$ cat src/verilog/fla_pkg.sv
/*
 * constants and state encodings of the fault latch block.
 * assumes a single 20 MHz clock domain.
 */
// Behaviour
// new fault flashes its indicator
// flash until acknowledge; contact closed at least 100 ms
// fault gone when acknowledged: indicators off
// clear needs the same qualification interval
// fault present when acknowledged: indicators steady
// steady indicator goes off when fault gone
// new fault flashes alarm; acknowledged one stays steady
// acknowledged temperature warning off after warning delay
// sensor error over 5 points outside range
// pressure error on excess deviation from target
// temperature warning above the maximum
// mixer warning on excess position deviation
// checksum error on defective configuration
// conditions count only after persisting
// status bits 0-4 sensors, 8-10 others, 15 checksum
// temperature and mixer warnings on binary outputs
// shorter closures change nothing
// alarm flashes, steady or off by fault states
package fla_pkg;

    // ------------------------------------------------------------------
    // timing
    // ------------------------------------------------------------------
    localparam int CLK_HZ = 20_000_000;
    localparam int ACK_MIN_MS = 100;
    localparam int ACK_CYCLES = (CLK_HZ / 1000) * ACK_MIN_MS;
    localparam int TICK_US = 1000;
    localparam int TICK_CYCLES = (CLK_HZ / 1_000_000) * TICK_US;
    localparam int FLASH_HALF_MS = 250;

    // ------------------------------------------------------------------
    // fault indices and status word layout
    // ------------------------------------------------------------------
    localparam int NSENS = 5;
    localparam int NF = 9;
    localparam int F_MAP = 5;
    localparam int F_TEMP = 6;
    localparam int F_MIX = 7;
    localparam int F_CSUM = 8;
    localparam int ST_SENS = 0;
    localparam int ST_MAP = 8;
    localparam int ST_TEMP = 9;
    localparam int ST_MIX = 10;
    localparam int ST_CSUM = 15;

    // sensor values in 0.1 % of span; range 0..1000, 5 points = 50
    localparam logic signed [15:0] SENS_LO = -16'sd50;
    localparam logic signed [15:0] SENS_HI = 16'sd1050;

    // ------------------------------------------------------------------
    // register map (byte addresses) and reset values
    // ------------------------------------------------------------------
    localparam logic [7:0] A_STATUS = 8'h00;
    localparam logic [7:0] A_IND = 8'h04;
    localparam logic [7:0] A_IRQ_ST = 8'h08;
    localparam logic [7:0] A_IRQ_MSK = 8'h0C;
    localparam logic [7:0] A_DLY_SENS = 8'h10;
    localparam logic [7:0] A_DLY_MAP = 8'h14;
    localparam logic [7:0] A_DLY_TEMP = 8'h18;
    localparam logic [7:0] A_DLY_MIX = 8'h1C;
    localparam logic [7:0] A_MAP_LIM = 8'h20;
    localparam logic [7:0] A_TEMP_MAX = 8'h24;
    localparam logic [7:0] A_MIX_LIM = 8'h28;
    localparam logic [15:0] RST_DLY = 16'h03E8;
    localparam logic [15:0] RST_MAP_LIM = 16'h0064;
    localparam logic [15:0] RST_TEMP_MAX = 16'h0320;
    localparam logic [15:0] RST_MIX_LIM = 16'h0032;
    localparam logic [1:0] RESP_OK = 2'h0;
    localparam logic [1:0] RESP_DECERR = 2'h3;

    typedef enum logic [1:0] {
        IND_OFF = 2'b00,
        IND_FLASH = 2'b01,
        IND_STEADY = 2'b10
    } fla_ind_e;

endpackage

$ cat src/verilog/fla_qualify.sv
/*
 * persistence qualifier: the reported level follows the raw condition
 * only after the mismatch has lasted delay_i millisecond ticks.
 * assumes tick_i is a one-cycle pulse from the same clock.
 */
`timescale 1ns/1ps
module fla_qualify (
    input wire logic sys_clk_i,
    input wire logic sys_rst_i,
    input wire logic tick_i,
    input wire logic raw_i,
    input wire logic [15:0] delay_i,
    output logic present_o
);
    import fla_pkg::*;

    logic [15:0] cnt_q;
    logic present_q;

    // ------------------------------------------------------------------
    // same interval for setting and clearing, so a flicker never toggles
    // ------------------------------------------------------------------
    always_ff @(posedge sys_clk_i or posedge sys_rst_i) begin
        if (sys_rst_i) begin
            cnt_q <= 16'h0000;
            present_q <= 1'b0;
        end else if (raw_i == present_q) begin
            cnt_q <= 16'h0000; // mismatch broken, restart
        end else if (cnt_q >= delay_i) begin
            present_q <= raw_i;
            cnt_q <= 16'h0000;
        end else if (tick_i) begin
            cnt_q <= cnt_q + 16'h0001;
        end
    end

    assign present_o = present_q;

endmodule // fla_qualify

$ cat src/verilog/fla_ack_filter.sv
/*
 * acknowledge contact filter: two-flop synchroniser, then one pulse once
 * the contact has stayed closed for ACK_CYCLES_P clocks.
 * assumes the contact input is asynchronous, high while closed.
 */
`timescale 1ns/1ps
module fla_ack_filter #(
    parameter int ACK_CYCLES_P = fla_pkg::ACK_CYCLES
) (
    input wire logic sys_clk_i,
    input wire logic sys_rst_i,
    input wire logic contact_i,
    output logic ack_o
);
    import fla_pkg::*;

    localparam logic [21:0] LIM = 22'(ACK_CYCLES_P - 1);

    logic sync1_q;
    logic sync2_q;
    logic [21:0] cnt_q;
    logic done_q;
    logic ack_q;

    // synchroniser
    always_ff @(posedge sys_clk_i or posedge sys_rst_i) begin
        if (sys_rst_i) begin
            sync1_q <= 1'b0;
            sync2_q <= 1'b0;
        end else begin
            sync1_q <= contact_i;
            sync2_q <= sync1_q;
        end
    end

    // ------------------------------------------------------------------
    // a short closure resets the count and never pulses; one pulse per closure
    // ------------------------------------------------------------------
    always_ff @(posedge sys_clk_i or posedge sys_rst_i) begin
        if (sys_rst_i) begin
            cnt_q <= 22'h000000;
            done_q <= 1'b0;
            ack_q <= 1'b0;
        end else begin
            ack_q <= 1'b0;
            if (!sync2_q) begin
                cnt_q <= 22'h000000;
                done_q <= 1'b0;
            end else if (!done_q && cnt_q == LIM) begin
                ack_q <= 1'b1;
                done_q <= 1'b1;
            end else if (!done_q) begin
                cnt_q <= cnt_q + 22'h000001;
            end
        end
    end

    assign ack_o = ack_q;

endmodule // fla_ack_filter

$ cat src/verilog/fla_top.sv
/*
 * fault latch and acknowledge: fault detection, qualification, indicator
 * state per fault, alarm summary, binary warnings, axi4-lite registers
 * and a maskable interrupt. assumes measurements come from logic on the
 * same clock; only the acknowledge contact is asynchronous.
 */
// Added by the designer: the address map and register access over AXI4-Lite.
`timescale 1ns/1ps
module fla_top #(
    parameter int ACK_CYCLES_P = fla_pkg::ACK_CYCLES,
    parameter int TICK_CYCLES_P = fla_pkg::TICK_CYCLES
) (
    input wire logic sys_clk_i,
    input wire logic sys_rst_i,
    input wire logic [fla_pkg::NSENS-1:0][15:0] sensor_val_i,
    input wire logic [15:0] map_meas_i,
    input wire logic [15:0] map_target_i,
    input wire logic [15:0] intake_air_temperature_i,
    input wire logic [15:0] mixer_fb_i,
    input wire logic [15:0] mixer_cmd_i,
    input wire logic cfg_csum_bad_i,
    input wire logic ack_contact_i,
    output logic [fla_pkg::NF-1:0] fault_led_o,
    output logic sensor_error_led_o,
    output logic alarm_led_o,
    output logic intake_temp_warning_out_o,
    output logic mixer_warning_out_o,
    output logic irq_o,
    input wire logic [7:0] s_axi_awaddr,
    input wire logic s_axi_awvalid,
    output logic s_axi_awready,
    input wire logic [31:0] s_axi_wdata,
    input wire logic [3:0] s_axi_wstrb,
    input wire logic s_axi_wvalid,
    output logic s_axi_wready,
    output logic [1:0] s_axi_bresp,
    output logic s_axi_bvalid,
    input wire logic s_axi_bready,
    input wire logic [7:0] s_axi_araddr,
    input wire logic s_axi_arvalid,
    output logic s_axi_arready,
    output logic [31:0] s_axi_rdata,
    output logic [1:0] s_axi_rresp,
    output logic s_axi_rvalid,
    input wire logic s_axi_rready
);
    import fla_pkg::*;

    localparam logic [14:0] TICK_LIM = 15'(TICK_CYCLES_P - 1);
    localparam logic [7:0] FLASH_LIM = 8'(FLASH_HALF_MS - 1);

    logic [14:0] tick_cnt_q;
    logic tick_q;
    logic [7:0] flash_cnt_q;
    logic blink_q;
    logic ack;
    logic [NF-1:0] raw;
    logic [NF-1:0] present;
    logic [NF-1:0] present_q;
    logic [NF-1:0][15:0] delay;
    logic [NF-1:0] is_flash;
    logic [NF-1:0] is_steady;
    logic [NF-1:0] led_d;
    logic [15:0] dly_sens_q;
    logic [15:0] dly_map_q;
    logic [15:0] temp_warning_delay_q;
    logic [15:0] dly_mix_q;
    logic [15:0] map_lim_q;
    logic [15:0] temp_max_q;
    logic [15:0] mix_lim_q;
    logic [NF-1:0] irq_st_q;
    logic [NF-1:0] irq_msk_q;
    logic [15:0] fault_status_word;
    logic [15:0] map_dev;
    logic [15:0] mix_dev;
    logic wr_go;
    logic wr_hit;
    logic rd_go;
    logic [31:0] rd_d;
    logic rd_hit;
    logic [NF-1:0] w1c;

    // ------------------------------------------------------------------
    // time base
    // ------------------------------------------------------------------

    // millisecond tick; a shared enable keeps everything on one clock
    always_ff @(posedge sys_clk_i or posedge sys_rst_i) begin
        if (sys_rst_i) begin
            tick_cnt_q <= 15'h0000;
            tick_q <= 1'b0;
        end else begin
            tick_q <= (tick_cnt_q == TICK_LIM);
            tick_cnt_q <= (tick_cnt_q == TICK_LIM) ? 15'h0000 : tick_cnt_q + 15'h0001;
        end
    end

    // flash pattern shared by all indicators so they blink in phase
    always_ff @(posedge sys_clk_i or posedge sys_rst_i) begin
        if (sys_rst_i) begin
            flash_cnt_q <= 8'h00;
            blink_q <= 1'b0;
        end else if (tick_q) begin
            if (flash_cnt_q == FLASH_LIM) begin
                flash_cnt_q <= 8'h00;
                blink_q <= ~blink_q;
            end else begin
                flash_cnt_q <= flash_cnt_q + 8'h01;
            end
        end
    end

    fla_ack_filter #(
        .ACK_CYCLES_P(ACK_CYCLES_P)
    ) u_ack (
        .sys_clk_i(sys_clk_i),
        .sys_rst_i(sys_rst_i),
        .contact_i(ack_contact_i),
        .ack_o(ack)
    );

    // ------------------------------------------------------------------
    // fault conditions
    // ------------------------------------------------------------------

    // absolute deviations; unsigned operands, so pick the larger first
    assign map_dev = (map_meas_i > map_target_i) ? map_meas_i - map_target_i
                                                 : map_target_i - map_meas_i;
    assign mix_dev = (mixer_fb_i > mixer_cmd_i) ? mixer_fb_i - mixer_cmd_i
                                                : mixer_cmd_i - mixer_fb_i;
    assign raw[F_MAP] = map_dev > map_lim_q;
    assign raw[F_TEMP] = intake_air_temperature_i > temp_max_q;
    assign raw[F_MIX] = mix_dev > mix_lim_q;
    assign raw[F_CSUM] = cfg_csum_bad_i;
    assign delay[F_MAP] = dly_map_q;
    assign delay[F_TEMP] = temp_warning_delay_q;
    assign delay[F_MIX] = dly_mix_q;
    assign delay[F_CSUM] = 16'h0000; // checksum result is already final

    // ------------------------------------------------------------------
    // per-fault qualification and indicator state
    // ------------------------------------------------------------------
    genvar gi;
    generate
        for (gi = 0; gi < NF; gi++) begin : g_fault
            fla_ind_e st_q;

            if (gi < NSENS) begin : g_sens
                assign raw[gi] = ($signed(sensor_val_i[gi]) < SENS_LO) ||
                                 ($signed(sensor_val_i[gi]) > SENS_HI);
                assign delay[gi] = dly_sens_q;
            end

            fla_qualify u_q (
                .sys_clk_i(sys_clk_i),
                .sys_rst_i(sys_rst_i),
                .tick_i(tick_q),
                .raw_i(raw[gi]),
                .delay_i(delay[gi]),
                .present_o(present[gi])
            );

            // an unacknowledged fault keeps flashing even once it has gone
            always_ff @(posedge sys_clk_i or posedge sys_rst_i) begin
                if (sys_rst_i) begin
                    st_q <= IND_OFF;
                end else begin
                    case (st_q)
                        IND_OFF: begin
                            if (present[gi] && !present_q[gi]) begin
                                st_q <= IND_FLASH;
                            end
                        end
                        IND_FLASH: begin
                            if (ack) begin
                                st_q <= present[gi] ? IND_STEADY : IND_OFF;
                            end
                        end
                        IND_STEADY: begin
                            if (!present[gi]) begin
                                st_q <= IND_OFF;
                            end
                        end
                        default: st_q <= IND_OFF;
                    endcase
                end
            end

            assign is_flash[gi] = (st_q == IND_FLASH);
            assign is_steady[gi] = (st_q == IND_STEADY);
            assign led_d[gi] = is_flash[gi] ? blink_q : is_steady[gi];
        end
    endgenerate

    // previous qualified level, for edge detection
    always_ff @(posedge sys_clk_i or posedge sys_rst_i) begin
        if (sys_rst_i) begin
            present_q <= '0;
        end else begin
            present_q <= present;
        end
    end

    // ------------------------------------------------------------------
    // indicator and binary outputs
    // ------------------------------------------------------------------

    // registered so the pins never glitch on state decoding
    always_ff @(posedge sys_clk_i or posedge sys_rst_i) begin
        if (sys_rst_i) begin
            fault_led_o <= '0;
            sensor_error_led_o <= 1'b0;
            alarm_led_o <= 1'b0;
            intake_temp_warning_out_o <= 1'b0;
            mixer_warning_out_o <= 1'b0;
        end else begin
            fault_led_o <= led_d;
            sensor_error_led_o <= (|is_flash[NSENS-1:0]) ? blink_q
                                                         : |is_steady[NSENS-1:0];
            alarm_led_o <= (|is_flash) ? blink_q : |is_steady;
            intake_temp_warning_out_o <= led_d[F_TEMP];
            mixer_warning_out_o <= led_d[F_MIX];
        end
    end

    // status word layout; unused bits read zero
    always_comb begin
        fault_status_word = 16'h0000;
        fault_status_word[ST_SENS +: NSENS] = present[NSENS-1:0];
        fault_status_word[ST_MAP] = present[F_MAP];
        fault_status_word[ST_TEMP] = present[F_TEMP];
        fault_status_word[ST_MIX] = present[F_MIX];
        fault_status_word[ST_CSUM] = present[F_CSUM];
    end

    // ------------------------------------------------------------------
    // axi4-lite slave
    // ------------------------------------------------------------------

    // address and data taken together; one write in flight at a time
    assign wr_go = s_axi_awvalid && s_axi_wvalid && !s_axi_bvalid;
    assign s_axi_awready = wr_go;
    assign s_axi_wready = wr_go;
    assign rd_go = s_axi_arvalid && !s_axi_rvalid;
    assign s_axi_arready = rd_go;

    // the map is dense and word aligned up to the last limit register
    always_comb begin
        wr_hit = (s_axi_awaddr <= A_MIX_LIM) && (s_axi_awaddr[1:0] == 2'h0);
    end

    // write response one cycle after the handshake
    always_ff @(posedge sys_clk_i or posedge sys_rst_i) begin
        if (sys_rst_i) begin
            s_axi_bvalid <= 1'b0;
            s_axi_bresp <= RESP_OK;
        end else if (wr_go) begin
            s_axi_bvalid <= 1'b1;
            s_axi_bresp <= wr_hit ? RESP_OK : RESP_DECERR;
        end else if (s_axi_bready) begin
            s_axi_bvalid <= 1'b0;
        end
    end

    // configuration writes honour the two low byte lanes
    function automatic logic [15:0] merge16(input logic [15:0] old_v);
        merge16[7:0] = s_axi_wstrb[0] ? s_axi_wdata[7:0] : old_v[7:0];
        merge16[15:8] = s_axi_wstrb[1] ? s_axi_wdata[15:8] : old_v[15:8];
    endfunction

    always_ff @(posedge sys_clk_i or posedge sys_rst_i) begin
        if (sys_rst_i) begin
            dly_sens_q <= RST_DLY;
            dly_map_q <= RST_DLY;
            temp_warning_delay_q <= RST_DLY;
            dly_mix_q <= RST_DLY;
            map_lim_q <= RST_MAP_LIM;
            temp_max_q <= RST_TEMP_MAX;
            mix_lim_q <= RST_MIX_LIM;
            irq_msk_q <= '0;
        end else if (wr_go) begin
            case (s_axi_awaddr)
                A_DLY_SENS: dly_sens_q <= merge16(dly_sens_q);
                A_DLY_MAP: dly_map_q <= merge16(dly_map_q);
                A_DLY_TEMP: temp_warning_delay_q <= merge16(temp_warning_delay_q);
                A_DLY_MIX: dly_mix_q <= merge16(dly_mix_q);
                A_MAP_LIM: map_lim_q <= merge16(map_lim_q);
                A_TEMP_MAX: temp_max_q <= merge16(temp_max_q);
                A_MIX_LIM: mix_lim_q <= merge16(mix_lim_q);
                A_IRQ_MSK: irq_msk_q <= NF'(merge16(16'(irq_msk_q)));
                default: ;
            endcase
        end
    end

    // ------------------------------------------------------------------
    // interrupt: a fault arising sets its sticky bit; set beats clear
    // ------------------------------------------------------------------
    always_comb begin
        w1c = '0;
        if (wr_go && s_axi_awaddr == A_IRQ_ST) begin
            w1c = NF'(merge16(16'h0000));
        end
    end

    always_ff @(posedge sys_clk_i or posedge sys_rst_i) begin
        if (sys_rst_i) begin
            irq_st_q <= '0;
        end else begin
            irq_st_q <= (irq_st_q & ~w1c) | (present & ~present_q);
        end
    end

    assign irq_o = |(irq_st_q & irq_msk_q);

    // read data registered; answer one cycle after the address
    always_comb begin
        rd_d = 32'h00000000;
        rd_hit = 1'b1;
        case (s_axi_araddr)
            A_STATUS: rd_d[15:0] = fault_status_word;
            A_IND: rd_d = {7'h00, is_steady, 7'h00, is_flash};
            A_IRQ_ST: rd_d[NF-1:0] = irq_st_q;
            A_IRQ_MSK: rd_d[NF-1:0] = irq_msk_q;
            A_DLY_SENS: rd_d[15:0] = dly_sens_q;
            A_DLY_MAP: rd_d[15:0] = dly_map_q;
            A_DLY_TEMP: rd_d[15:0] = temp_warning_delay_q;
            A_DLY_MIX: rd_d[15:0] = dly_mix_q;
            A_MAP_LIM: rd_d[15:0] = map_lim_q;
            A_TEMP_MAX: rd_d[15:0] = temp_max_q;
            A_MIX_LIM: rd_d[15:0] = mix_lim_q;
            default: rd_hit = 1'b0;
        endcase
    end

    always_ff @(posedge sys_clk_i or posedge sys_rst_i) begin
        if (sys_rst_i) begin
            s_axi_rvalid <= 1'b0;
            s_axi_rdata <= 32'h00000000;
            s_axi_rresp <= RESP_OK;
        end else if (rd_go) begin
            s_axi_rvalid <= 1'b1;
            s_axi_rdata <= rd_d;
            s_axi_rresp <= rd_hit ? RESP_OK : RESP_DECERR;
        end else if (s_axi_rready) begin
            s_axi_rvalid <= 1'b0;
        end
    end

endmodule // fla_top

$ cat config.mk
export PLATFORM = sky130hd
export DESIGN_NAME = fla_top
export DESIGN_NICKNAME = d
export VERILOG_FILES = /design/src/verilog/fla_pkg.sv /design/src/verilog/fla_qualify.sv /design/src/verilog/fla_ack_filter.sv /design/src/verilog/fla_top.sv
export SDC_FILE = /design/constraint.sdc
export NUM_CORES = 1
export LEC_CHECK = 0
export ABC_AREA = 1
export BUFFER_PORTS_ARGS = -buffer_cell sky130_fd_sc_hd__clkbuf_2
export CAP_MARGIN = 20
export CORE_MARGIN = 2
export CORE_UTILIZATION = 56
export DETAILED_ROUTE_END_ITERATION = 8
export PLACE_DENSITY = 0.77
export RECOVER_POWER = 50
export REMOVE_ABC_BUFFERS = 1
export SETUP_SLACK_MARGIN = 0.02
export SLEW_MARGIN = 20
export SYNTH_ARGS = -nofsm -noshare
export SYNTH_HDL_FRONTEND = slang
export SYNTH_HIERARCHICAL = 1
export SYNTH_SLANG_ARGS = --single-unit
$ cat constraint.sdc
create_clock -name sys_clk_i -period 6.2 [get_ports sys_clk_i]
set_input_delay 0.31 -clock sys_clk_i [delete_from_list [all_inputs] [get_ports sys_clk_i]]
set_output_delay 0.31 -clock sys_clk_i [all_outputs]
set_load 0.02 [all_outputs]
==> key figures, run 1 <==
Final layout
  – # nets final: 4972
  – Register area: 10080 µm²
  – Fillers: 4927
  – Multi-input logic area: 17200 µm²
  – # diodes: 0
  – Share of cells above drive strength 1: 0.1323
  – Area grow syn2layout: 10.44%

Run status
  – Failing checks: max-capacitance violations, max-slew violations
  – Outcome: complete, but fails checks

Die
  – Floorplan die width: 237.2 µm
  – Die area: 56280 µm²
  – Die height: 237.2 µm
  – Standard-cell rows: 85
  – Initial Utilization: 0.5660
  – Core area: 53810 µm²
  – Number of top-level pins: 276

Worst setup path
  – Flop2flop setup slack: 2.61 ns
  – RR Startpoint: tick_q
  – Crit path max-delay family: buffers and inverters
  – CP required: 5.89 ns
  – Worst r2r dst: g_fault[1].u_q/cnt_q[15]
  – CP Launch Type: flip-flop
  – Worst path max stage delay: 1.16 ns
  – Cells along the critical path: inv_1 > nand2_1 > clkinv_1 > clkbuf_2
  – CP arrival: 3.68 ns
  – CP max FO: 37
  – Setup CP Type: reg -> out
  – Reg2reg path depth: 6
  – Crit path buffers/inverters: 3
  – Crit path max-delay cell type: clkinv_1
  – Critical path capture point type: output pin

Global route
  – Pin count of the biggest net entering global routing: 184
  – First-pass GRT wire length: 129500 µm
  – Initial antenna violation count: 1
  – GRT overflow: 0
  – GRT Total Usage: 0.2839
  – Vias in the first global route: 25.73k

Clock tree
  – Clock buffer depth: 3
  – Root buf cell: clkbuf_16
  – H-tree Lvls: 2
  – CTS Buf Count: 46
  – Clock sink count: between 400 and 500
  – Setup Fix Bufs, Post-CTS: 0
  – CTS tree: done
  – Clock latency at the later pin of the worst-skew pair: about 0.6 ns
  – Clk slew on worst S/H paths: 0.06 ns

Logic synthesis
  – Synth top cells by count: nand2_1 (1210), inv_1 (667), dfrtp_1 (368)
  – Unique masters post-synth: 61
  – Syn_area_per_cell: 7.191 µm²
  – Post-synth EDFFs: 0
  – Cell with the most instances after synthesis: nand2_1
  – Synth Cell Area: 30460 µm²
  – Async SR Flop Fraction: 1.000
  – Seq cells post-synth: approximately 400
  – Seq/Total Area, Yosys: 0.3308
  – Synth Instances: 4236
  – Main flop type after synthesis: dfrtp_1
  – Yosys warnings: 6
  – Post-synth top area share: 0.3023
  – Yosys top cell by area: dfrtp_1
  – Synth top area cells: dfrtp_1 (30%), nand2_1 (15%), ha_1 (11%), inv_1 (8.2%), nor2_1 (4.4%)

Power and ir drop
  – Clock power frac: 0.442
  – Sequential power share: 0.409
  – Worst IR drop on VDD: 0.0001976 V
  – Power Density: a little under 200 nW/µm²
  – P_int: 4.794 mW
  – Sw Ratio: 0.2802
  – Lkg Pwr: approximately 16 nW
  – P_sw: ~1.9 mW
  – Pwr Total: approximately 6.7 mW
  – Logic gate share of total power: 0.150

Timing
  – Final setup viols: 0
  – Fin Hold WS: 0.1119 ns
  – Setup_tns: 0 ns
  – Clock Skew: 0.02323 ns
  – Maximum clock rate: between 200 and 300 MHz
  – Least-Margin Pin Slew: 2.072 ns
  – Fin crit share: 0.6430
  – RSZ-0062 raised after global routing: false
  – Worst slew margin: -0.3814
  – Clock period minus worst slack: ~4 ns
  – Fin. max-slew vios: 130
  – Final Hold Fails: 0

Place
  – Port Buf Inserts: 250
  – Routability congestion estimate: between 0.9 and 1
  – Hpwl dp: approximately 61000 µm

Drt
  – DRC: 0
  – Drt pass-1 iters: 5
  – Starting DRC count in detailed routing: roughly 2.1k
  – Post-route ant nets: 0
  – M1 wire length: ~36000 µm
  – Routed length on met2: 35240 µm
  – Routed via count: between 20k and 30k
  – DR top layer: met5
  – Drt total wl: 79730 µm
  – Routed vias/inst: 5.316
  – DR WL/cell: 15.30 µm
  – Met3 wire len: 5925 µm

Worst hold path
  – Hold Path Sink: s_axi_bresp[0]
  – Hold Path Stages: 3
  – Hold_sp: s_axi_awaddr[0]
  – HP Class: in -> reg

Job
  – MaxCap Viol Count: 3
-- cells in the final DEF, fill, tap and decap left out, types with 33 or more instances in the layout --
| master | n |
|---|---|
| o21ai_0 | 202 |
| a21oi_1 | 152 |
| nand3_1 | 224 |
| nand2_1 | 1212 |
| nor3_1 | 44 |
| clkbuf_16 | 47 |
| xor2_1 | 101 |
| ha_1 | 267 |
| dfrtp_1 | 368 |
| dfstp_2 | 33 |
| clkbuf_1 | 52 |
| nor2_1 | 358 |
| nand2_2 | 38 |
| inv_1 | 667 |
| nand4_1 | 76 |
| nor2_4 | 34 |
| clkbuf_2 | 206 |
| nor2_2 | 91 |
| o21ai_1 | 37 |
-- per-layer routing --
metal  track usage  vias up
met5             0        -
met4        0.1088        2
met3       0.04378      146
met2        0.4473      898
met1        0.3946    12780
li1              -    13870
-- cell families after synthesis --
family                   count (synthesis)  share of synthesized area
flip-flops                             401                     0.3308
buffers and inverters                  775                     0.1063
AO/OA/AOI/OAI                          475                    0.08581
adder cells (fa/ha/maj)                271                     0.1123
AND/OR/NAND/NOR                       2180                     0.3260
multiplexers                             9                   0.002958
XOR/XNOR                               124                    0.03565
other                                    1                  0.0001231
-- layout make-up --
cell class                 count  share of cell area
inverter                     690             0.07703
tap                          696             0.02589
clock buffer                  63             0.03943
clock inverter                19            0.008778
multi-input combinational   3082              0.5112
timing repair buffer         259             0.03820
sequential                   401              0.2995
-- state kept, by name (all words and copies together) (netlist names), 8 cells and up --
name,flops
tick_cnt_q,15
g_fault.u_q/cnt_q,144
present_q,9
s_axi_rdata,25
dly_mix_q,16
flash_cnt_q,8
temp_warning_delay_q,16
irq_msk_q,9
g_fault.st_q,18
map_lim_q,16
irq_st_q,9
u_ack/cnt_q,22
mix_lim_q,16
g_fault.u_q/present_o,9
dly_map_q,16
temp_max_q,16
fault_led_o,9
dly_sens_q,16
-- power groups by stage --
| stage | Sequential, mW | Combinational (mW) | Clock, mW |
|---|---|---|---|
| global placement | 2.76 | 0.970 | 0 |
| floorplan | 2.75 | 0.691 | 0 |
| finish | 2.72 | 0.998 | 2.94 |
| detailed placement | 2.77 | 0.993 | 0 |
| global route | 2.72 | 1.14 | 3.09 |
| CTS | 2.72 | 1.00 | 2.97 |
-- how the worst max path moves through the flow --
| stage | startpoint | to | slack (ns) | depth (start not counted) |
|---|---|---|---|---|
| 2_1_floorplan | sys_rst_i | alarm_led_o | -0.13 | 1 |
| 3_3_place_gp | map_meas_i[0] | g_fault[5].u_q/cnt_q[12] | 2.30 | 22 |
| 3_5_place_dp | map_meas_i[0] | g_fault[5].u_q/cnt_q[12] | 2.25 | 22 |
| 4_1_cts | map_meas_i[0] | g_fault[5].u_q/cnt_q[15] | 2.85 | 22 |
| 5_1_grt | s_axi_rvalid | s_axi_arready | 2.00 | 4 |
| 6_report | s_axi_rvalid | s_axi_arready | 2.21 | 4 |
-- metrics by stage --
stage	cells	instance area, µm²	setup slack [ns]	util
after detailed placement	5123	32070	2.248	0.5960
final	5210	33640	2.214	0.6251
after global placement	5123	32070	2.304	0.5960
after floorplan	4173	29890	-0.1331	-
after global routing	5210	33640	1.998	0.6251
after CTS	5210	33740	2.845	0.6270
-- worst reg2reg max path, cell delays in order (launching register included) --
cell,delay [ns]
dfrtp_1,1.74
buf_4,0.80
inv_2,0.15
nor3_2,0.28
nand4_1,0.17
xor2_1,0.25
nor2_1,0.08
-- repair_timing --
item,in CTS,in global routing
hold buffers,5,0
hold endpoints to repair,43,0
gates resized for setup,0,0
Note: power is estimated with default switching activity, not from simulation.
==> inputs of run 2 (changes only) <==
- clock period: 6.2 -> 3.55 ns (I/O delays scaled with it)
==> run 2 against run 1 <==
The run still ends with max-capacitance violations, max-slew violations left. Critical path type is now in -> reg. Clock-buffer cell count is 2 lower. Setup slack worse by 1.6 ns. Clock power is 70% higher. Power is 73% higher.
==> key figures, run 2 (synthesis results as in run 1) <==
Run status
  – Outcome: complete, but fails checks
  – Failing checks: max-capacitance violations, max-slew violations

Drt
  – Starting DRC count in detailed routing: 2205
  – Drt total wl: roughly 80000 µm
  – Post-route ant nets: 0
  – Routed vias/inst: 5.269
  – DRC: 0
  – Drt pass-1 iters: 8
  – Routed via count: approximately 28k
  – DR WL/cell: 15.29 µm

Power and ir drop
  – Logic gate share of total power: 0.156
  – P_sw: approximately 3.3 mW
  – Clock power frac: 0.433
  – Worst IR drop on VDD: 0.0003510 V
  – P_int: approximately 8.3 mW
  – Power Density: 340.6 nW/µm²
  – Sequential power share: 0.411
  – Sw Ratio: 0.2815
  – Lkg Pwr: between 15 and 20 nW
  – Pwr Total: between 10 and 15 mW

Clock tree
  – H-tree Lvls: 2
  – Clock latency at the later pin of the worst-skew pair: 0.59 ns
  – Root buf cell: clkbuf_16
  – Post-CTS sizing: 0
  – Clock sink count: 401
  – CTS Buf Count: 45
  – Clock buffer depth: 3
  – Clk slew on worst S/H paths: 0.06 ns
  – CTS tree: done

Final layout
  – Fillers: 4836
  – Share of cells above drive strength 1: 0.1417
  – Largest register FFs: 144
  – Multi-input logic area: 17220 µm²
  – Commonest non-fill, non-tap cell in the layout: nand2_1
  – Area grow syn2layout: 11.32%
  – Most flop-heavy register: g_fault.u_q/cnt_q
  – Finished Cell Area: 33910 µm²
  – Top flop regs: g_fault.u_q/cnt_q x144, s_axi_rdata x25, u_ack/cnt_q x22
  – Register area: 10080 µm²
  – Most frequent cells in the layout: nand2_1 (1209), inv_1 (665), dfrtp_1 (367), nor2_1 (355), ha_1 (267)
  – # nets final: 5007

Worst setup path
  – CP Launch Type: primary input
  – Crit path max-delay cell type: ha_1
  – Most used cell along the critical path: nor2_1
  – CP max FO: 21
  – Worst path max stage delay: 0.44 ns
  – Setup CP Type: in -> reg
  – Crit path max-delay family: simple AND/OR/NAND/NOR gates
  – Critical path capture point type: flip-flop
  – CP arrival: 3.46 ns
  – Cells along the critical path: clkbuf_2 > inv_1 > ha_1 > nand2_2 > nor2_4 > nand4_1 > nor2_4 > inv_2 > nand2_4 > nand2_1 > inv_1 > nor2_1 > ha_1 > a21oi_1 > o21a_1 > nor2_1 > nor2_1 > a21boi_0 > xor2_1 > nand3_4 > nor2_1
  – CP required: 4.06 ns
  – Crit path buffers/inverters: 4

Place
  – Pre-CTS setup slack: 0.02934 ns
  – Hpwl dp: roughly 62000 µm
  – Routability congestion estimate: 0.9804
  – Port Buf Inserts: between 200 and 300
  – Cell area after placement: 32330 µm²

Global route
  – Global-route met3 utilization: 0.05110
  – Met2 Track Usage GR: 0.4571
  – Global routing usage on met1: 0.3914
  – Top Usage Layer GRT: met2
  – Pin count of the biggest net entering global routing: 85
  – Vias in the first global route: 26.10k
  – GRT Total Usage: 0.2875
  – Initial antenna violation count: 1
  – GRT overflow: 0
  – First-pass GRT wire length: around 130000 µm

Timing
  – Clock period minus worst slack: 2.954 ns
  – Setup_tns: 0 ns
  – Clock Skew: 0.01638 ns
  – Final worst slack: between 0.5 and 0.6 ns
  – Least-Margin Pin Slew: 1.779 ns
  – Maximum clock rate: 338.6 MHz
  – Fin crit share: 0.8320
  – RSZ-0062 raised after global routing: false
  – Worst slew margin: -0.1860
  – Fin. max-slew vios: 85
  – Final Hold Fails: 0
  – Final setup viols: 0

Job
  – MaxCap Viol Count: 1

Die
  – Core area: 53810 µm²
  – Number of top-level pins: 276
  – Initial Utilization: 0.5660
  – Standard-cell rows: 85
  – Die height: 237.2 µm
  – Floorplan die width: 237.2 µm
  – Die area: around 56000 µm²

Worst hold path
  – HP Class: in -> reg
-- run 2: changes by cell type in the layout (fill, tap and decap cells not counted), moves of 3 or more --
cell | before | now
buf_4 | 2 | 32
clkbuf_1 | 52 | 49
clkbuf_2 | 206 | 214
clkinv_2 | 4 | 10
nand2_1 | 1212 | 1209
nand2_2 | 38 | 41
nor2_1 | 358 | 355
o21ai_0 | 202 | 199
o21ai_1 | 37 | 40
-- run 2: cell type report --
cell class              instances  share of cell area
diodes                          1          0.00007380
repair buffers                295             0.04598
inverters                     690             0.07649
flip-flops and latches        401              0.2973
clock inverters                23            0.009631
well taps                     696             0.02568
multi-input cells            3082              0.5078
clock buffers                  61             0.03705
-- run 2: worst min-delay path, stage by stage --
cell and delay [ns]:
clkbuf_2 0.08, nor2_1 0.09, a31oi_1 0.20
-- run 2: routing by layer --
metal  routed length (µm)  vias up
li1                     -    13950
met1                35340    12660
met2                35750      885
met3                 6147      164
met4                 3040        0
met5                    0        -
-- run 2: power groups by stage --
stage	registers, mW	clock network, mW	logic [mW]
6_report	4.75	5.00	1.80
5_1_grt	4.75	5.26	2.05
4_1_cts	4.75	5.07	1.80
3_5_place_dp	4.83	0	1.79
3_3_place_gp	4.83	0	1.76
2_1_floorplan	4.80	0	1.21
-- run 2: path summary, 6_finish.rpt --
| check | cells past startpoint | slack [ns] | start | end |
|---|---|---|---|---|
| min | 3 | 0.02 | s_axi_awaddr[0] | s_axi_bresp[0] |
| max reg2reg | 9 | 0.86 | temp_max_q[9] | g_fault[6].u_q/cnt_q[8] |
| max | 21 | 0.60 | mixer_fb_i[5] | g_fault[7].u_q/cnt_q[8] |
| min in group asynchronous | 3 | 0.52 | sys_rst_i | g_fault[4].u_q/cnt_q[3] |
| max in group asynchronous | 4 | 0.84 | sys_rst_i | mix_lim_q[0] |
| min reg2reg | 0 | 0.35 | u_ack/sync1_q | u_ack/sync2_q |
-- run 2: per-stage QoR --
stage          instances  hold WS, ns    util
6_report            5249      0.02018  0.6301
5_1_grt             5249      0.03718  0.6301
2_1_floorplan       4173       0.1036       -
4_1_cts             5247     0.003925  0.6315
3_5_place_dp        5156       0.2876  0.6008
3_3_place_gp        5156       0.2886  0.6008
-- run 2: timing repair --
item,4_1_cts,5_1_grt
buffers inserted,0,0
hold endpoints to repair,146,0
hold buffers,7,0
==> inputs of run 3 (changes only) <==
- ABC_AREA: 1 -> 0
- CORE_UTILIZATION: 56 -> 55
- PLACE_DENSITY: 0.77 -> 0.76
- clock period: 3.55 -> 2.6 ns (I/O delays scaled with it)
==> run 3 against run 2 <==
The run ends with max-capacitance violations, max-slew violations, negative setup slack left. Combinational power grew 69%. Die area shrank 9.9%. Non-clock buffer count grew 200. Setup slack lost 1.4 ns. Utilization grew 4.4 points. Via count shrank 13%. Highest routed layer unchanged. Global-route usage grew 2.6 points. Wire length shrank 0.25%.
==> key figures, run 3 <==
Run status
  – Outcome: complete, but fails checks
  – Failing checks: max-capacitance violations, max-slew violations, negative setup slack

Final layout
  – # nets final: ~3.8k
  – # diodes: 0
  – Fillers: approximately 3.7k
  – Largest register FFs: around 140
  – Area grow syn2layout: 21.98%
  – Commonest non-fill, non-tap cell in the layout: dfrtp_1
  – Top flop regs: g_fault.u_q/cnt_q x144, s_axi_rdata x25, u_ack/cnt_q x22
  – Fin util: 0.6746
  – Most flop-heavy register: g_fault.u_q/cnt_q
  – Most frequent cells in the layout: dfrtp_1 (364), inv_1 (280), nor2_1 (268), ha_1 (248), clkbuf_2 (247)
  – Finished Cell Area: 32820 µm²
  – Share of cells above drive strength 1: 0.2650

Clock tree
  – Clock latency at the later pin of the worst-skew pair: approximately 0.60 ns
  – CTS Buf Count: 43
  – Root buf cell: clkbuf_16
  – Clock sink count: 401
  – Clock buffer depth: 3
  – CTS tree: done
  – H-tree Lvls: 2
  – Clk slew on worst S/H paths: 0.06 ns

Logic synthesis
  – Yosys top cell by area: dfrtp_1
  – Cell with the most instances after synthesis: dfrtp_1
  – Yosys warnings: 6
  – Syn_area_per_cell: 9.486 µm²
  – Unique masters post-synth: 86
  – Synth top cells by count: dfrtp_1 (368), nor2_1 (295), inv_1 (294)
  – Async SR Flop Fraction: 1.000
  – Synth Instances: 2836
  – Main flop type after synthesis: dfrtp_1
  – Post-synth top area share: 0.3423
  – Synth Cell Area: 26900 µm²
  – Seq cells post-synth: 401
  – Seq/Total Area, Yosys: 0.3745
  – Post-synth EDFFs: 0
  – Synth top area cells: dfrtp_1 (34%), ha_1 (12%), mux2_2 (5.7%), nor2_1 (4.1%), inv_1 (4.1%)

Timing
  – Fin crit share: 1.322
  – Final setup viols: 34
  – RSZ-0062 raised after global routing: true
  – Maximum clock rate: 291.0 MHz
  – Final Hold Fails: 0
  – Clock period minus worst slack: 3.436 ns
  – Fin. max-slew vios: 78
  – Clock Skew: 0.03445 ns
  – Final worst slack: -0.8362 ns
  – Least-Margin Pin Slew: 1.744 ns
  – Worst slew margin: -0.1651

Job
  – MaxCap Viol Count: 1

Drt
  – Starting DRC count in detailed routing: between 2k and 2.5k
  – Drt pass-1 iters: 7
  – Routed via count: 23.97k
  – Drt total wl: ~80000 µm
  – Routed vias/inst: 6.027
  – DR WL/cell: 20.14 µm
  – Post-route ant nets: 0
  – DRC: 0

Place
  – Pre-CTS setup slack: -1.589 ns
  – Hpwl dp: around 59000 µm
  – Port Buf Inserts: 250
  – Routability congestion estimate: 0.9581
  – Cell area after placement: about 30000 µm²

Global route
  – Vias in the first global route: around 24k
  – GRT Total Usage: 0.3139
  – First-pass GRT wire length: 126800 µm
  – Initial antenna violation count: 1
  – GRT overflow: 0
  – Pin count of the biggest net entering global routing: 78

Die
  – Initial Utilization: 0.5530
  – Number of top-level pins: approximately 280
  – Core area: 48650 µm²
  – Die area: 50700 µm²
  – Die height: 225.2 µm
  – Standard-cell rows: 81
  – Floorplan die width: 225.2 µm

Worst setup path
  – Worst Setup EP: g_fault[7].u_q/cnt_q[13]
  – Setup CP Type: in -> reg
  – Crit path launch: mixer_fb_i[13]
  – CP max FO: 8
  – CP arrival: approximately 4 ns
  – RR Startpoint: mix_lim_q[1]
  – CP required: between 3 and 4 ns
  – Critical path capture point type: flip-flop
  – CP Launch Type: primary input
  – Reg2reg path depth: 11
  – Flop2flop setup slack: -0.11 ns
  – Worst r2r dst: g_fault[7].u_q/cnt_q[13]

Power and ir drop
  – Pwr Total: roughly 16 mW
  – Worst IR drop on VDD: 0.0005270 V
  – Sequential power share: 0.402
  – Logic gate share of total power: 0.188
  – Lkg Pwr: 14.96 nW
  – Clock power frac: 0.411
  – Power Density: 493.4 nW/µm²
  – P_int: 11.70 mW
  – P_sw: ~4.5 mW
  – Sw Ratio: 0.2773

Worst hold path
  – HP Class: in -> reg
==> run 3: changes by cell type after synthesis, moves of 60 or more <==
cell | previous run | this run
o21ai_0 | 199 | 69
inv_1 | 667 | 294
mux2_2 | 0 | 135
nand2_1 | 1210 | 204
nand3_1 | 223 | 80
nor2_1 | 355 | 295
nor2_2 | 93 | 0
==> run 3: worst min path at each step <==
stage | startpoint | endpoint | slack [ns] | depth (start not counted)
2_1_floorplan | sys_rst_i | g_fault[0].u_q/cnt_q[0] | 0.06 | 1
3_3_place_gp | ack_contact_i | u_ack/sync1_q | 0.24 | 1
3_5_place_dp | ack_contact_i | u_ack/sync1_q | 0.24 | 1
4_1_cts | s_axi_wdata[2] | temp_warning_delay_q[2] | 0.01 | 2
5_1_grt | s_axi_wdata[2] | temp_warning_delay_q[2] | 0.02 | 2
6_report | s_axi_wdata[2] | temp_warning_delay_q[2] | 0.04 | 2
==> run 3: power groups by stage <==
stage / combinational [mW] / clock (mW) / sequential [mW]
floorplan: 1.47 / 0 / 6.56
global placement: 2.50 / 0 / 6.59
detailed placement: 2.59 / 0 / 6.60
CTS: 2.86 / 6.72 / 6.50
global route: 3.29 / 6.99 / 6.51
finish: 3.04 / 6.65 / 6.50
==> run 3: area by class of cell <==
class                           count  area, µm²  area share
Multi-Input combinational cell   2084      16090      0.4903
Sequential cell                   401      10080      0.3072
Timing Repair Buffer              495       3216     0.09799
Clock buffer                       56       1205     0.03672
Inverter                          296       1127     0.03435
Tap cell                          622      778.2     0.02372
Clock inverter                     23      319.1    0.009723
==> run 3: metal layers <==
layer / routed length, µm / part of all wire / global-route usage / vias up
li1: - / - / - / 10980
met1: 32460 / 0.41 / 0.4042 / 11800
met2: 38800 / 0.48 / 0.5297 / 966
met3: 5979 / 0.075 / 0.05645 / 218
met4: 2841 / 0.035 / 0.1143 / 0
met5: 0 / 0 / 0 / -
==> run 3: cell families (layout without fill, tap and decap cells) <==
logic type      after synthesis  count (layout)  synth area share
compound gates              476             478            0.1219
xor+xnor                    197             197           0.06414
fa+ha+maj                   271             271            0.1272
buf+inv                     378             870           0.05930
flops                       401             401            0.3745
mux                         174             174           0.07102
other cells                   1              23         0.0001394
simple gates                938             941            0.1819
==> run 3: repair_timing <==
| action | in CTS | in global routing |
|---|---|---|
| endpoints found under the setup margin | 50 | 97 |
| pin swaps | 88 | 61 |
| endpoints found under the hold margin | 54 | 0 |
| cloned | 5 | 1 |
| buffers inserted | 13 | 8 |
| gates resized for setup | 93 | 87 |
| hold buffers | 18 | 0 |
==> run 3: metrics by stage <==
step | TNS, ns | hold slack, ns | std cells
4_1_cts | -20.60 | 0.01051 | 3968
6_report | -22.98 | 0.03798 | 3977
3_3_place_gp | -47.57 | 0.2413 | 3854
3_5_place_dp | -51.33 | 0.2405 | 3854
5_1_grt | -31.79 | 0.02095 | 3977
2_1_floorplan | -775.61 | 0.05607 | 2776
==> run 3: worst max-delay path: stages <==
cell	delay, ns
clkbuf_2	0.09
inv_1	0.04
ha_1	0.31
buf_6	0.11
nand4_1	0.18
nor4_1	0.34
a21oi_1	0.10
buf_4	0.16
o211a_4	0.17
and4_4	0.19
nor4_4	0.29
ha_1	0.28
a21o_1	0.16
a21o_1	0.19
a21oi_2	0.11
o21ai_1	0.07
o22a_2	0.31
xor2_4	0.25
nand4_4	0.25
nor2_2	0.20
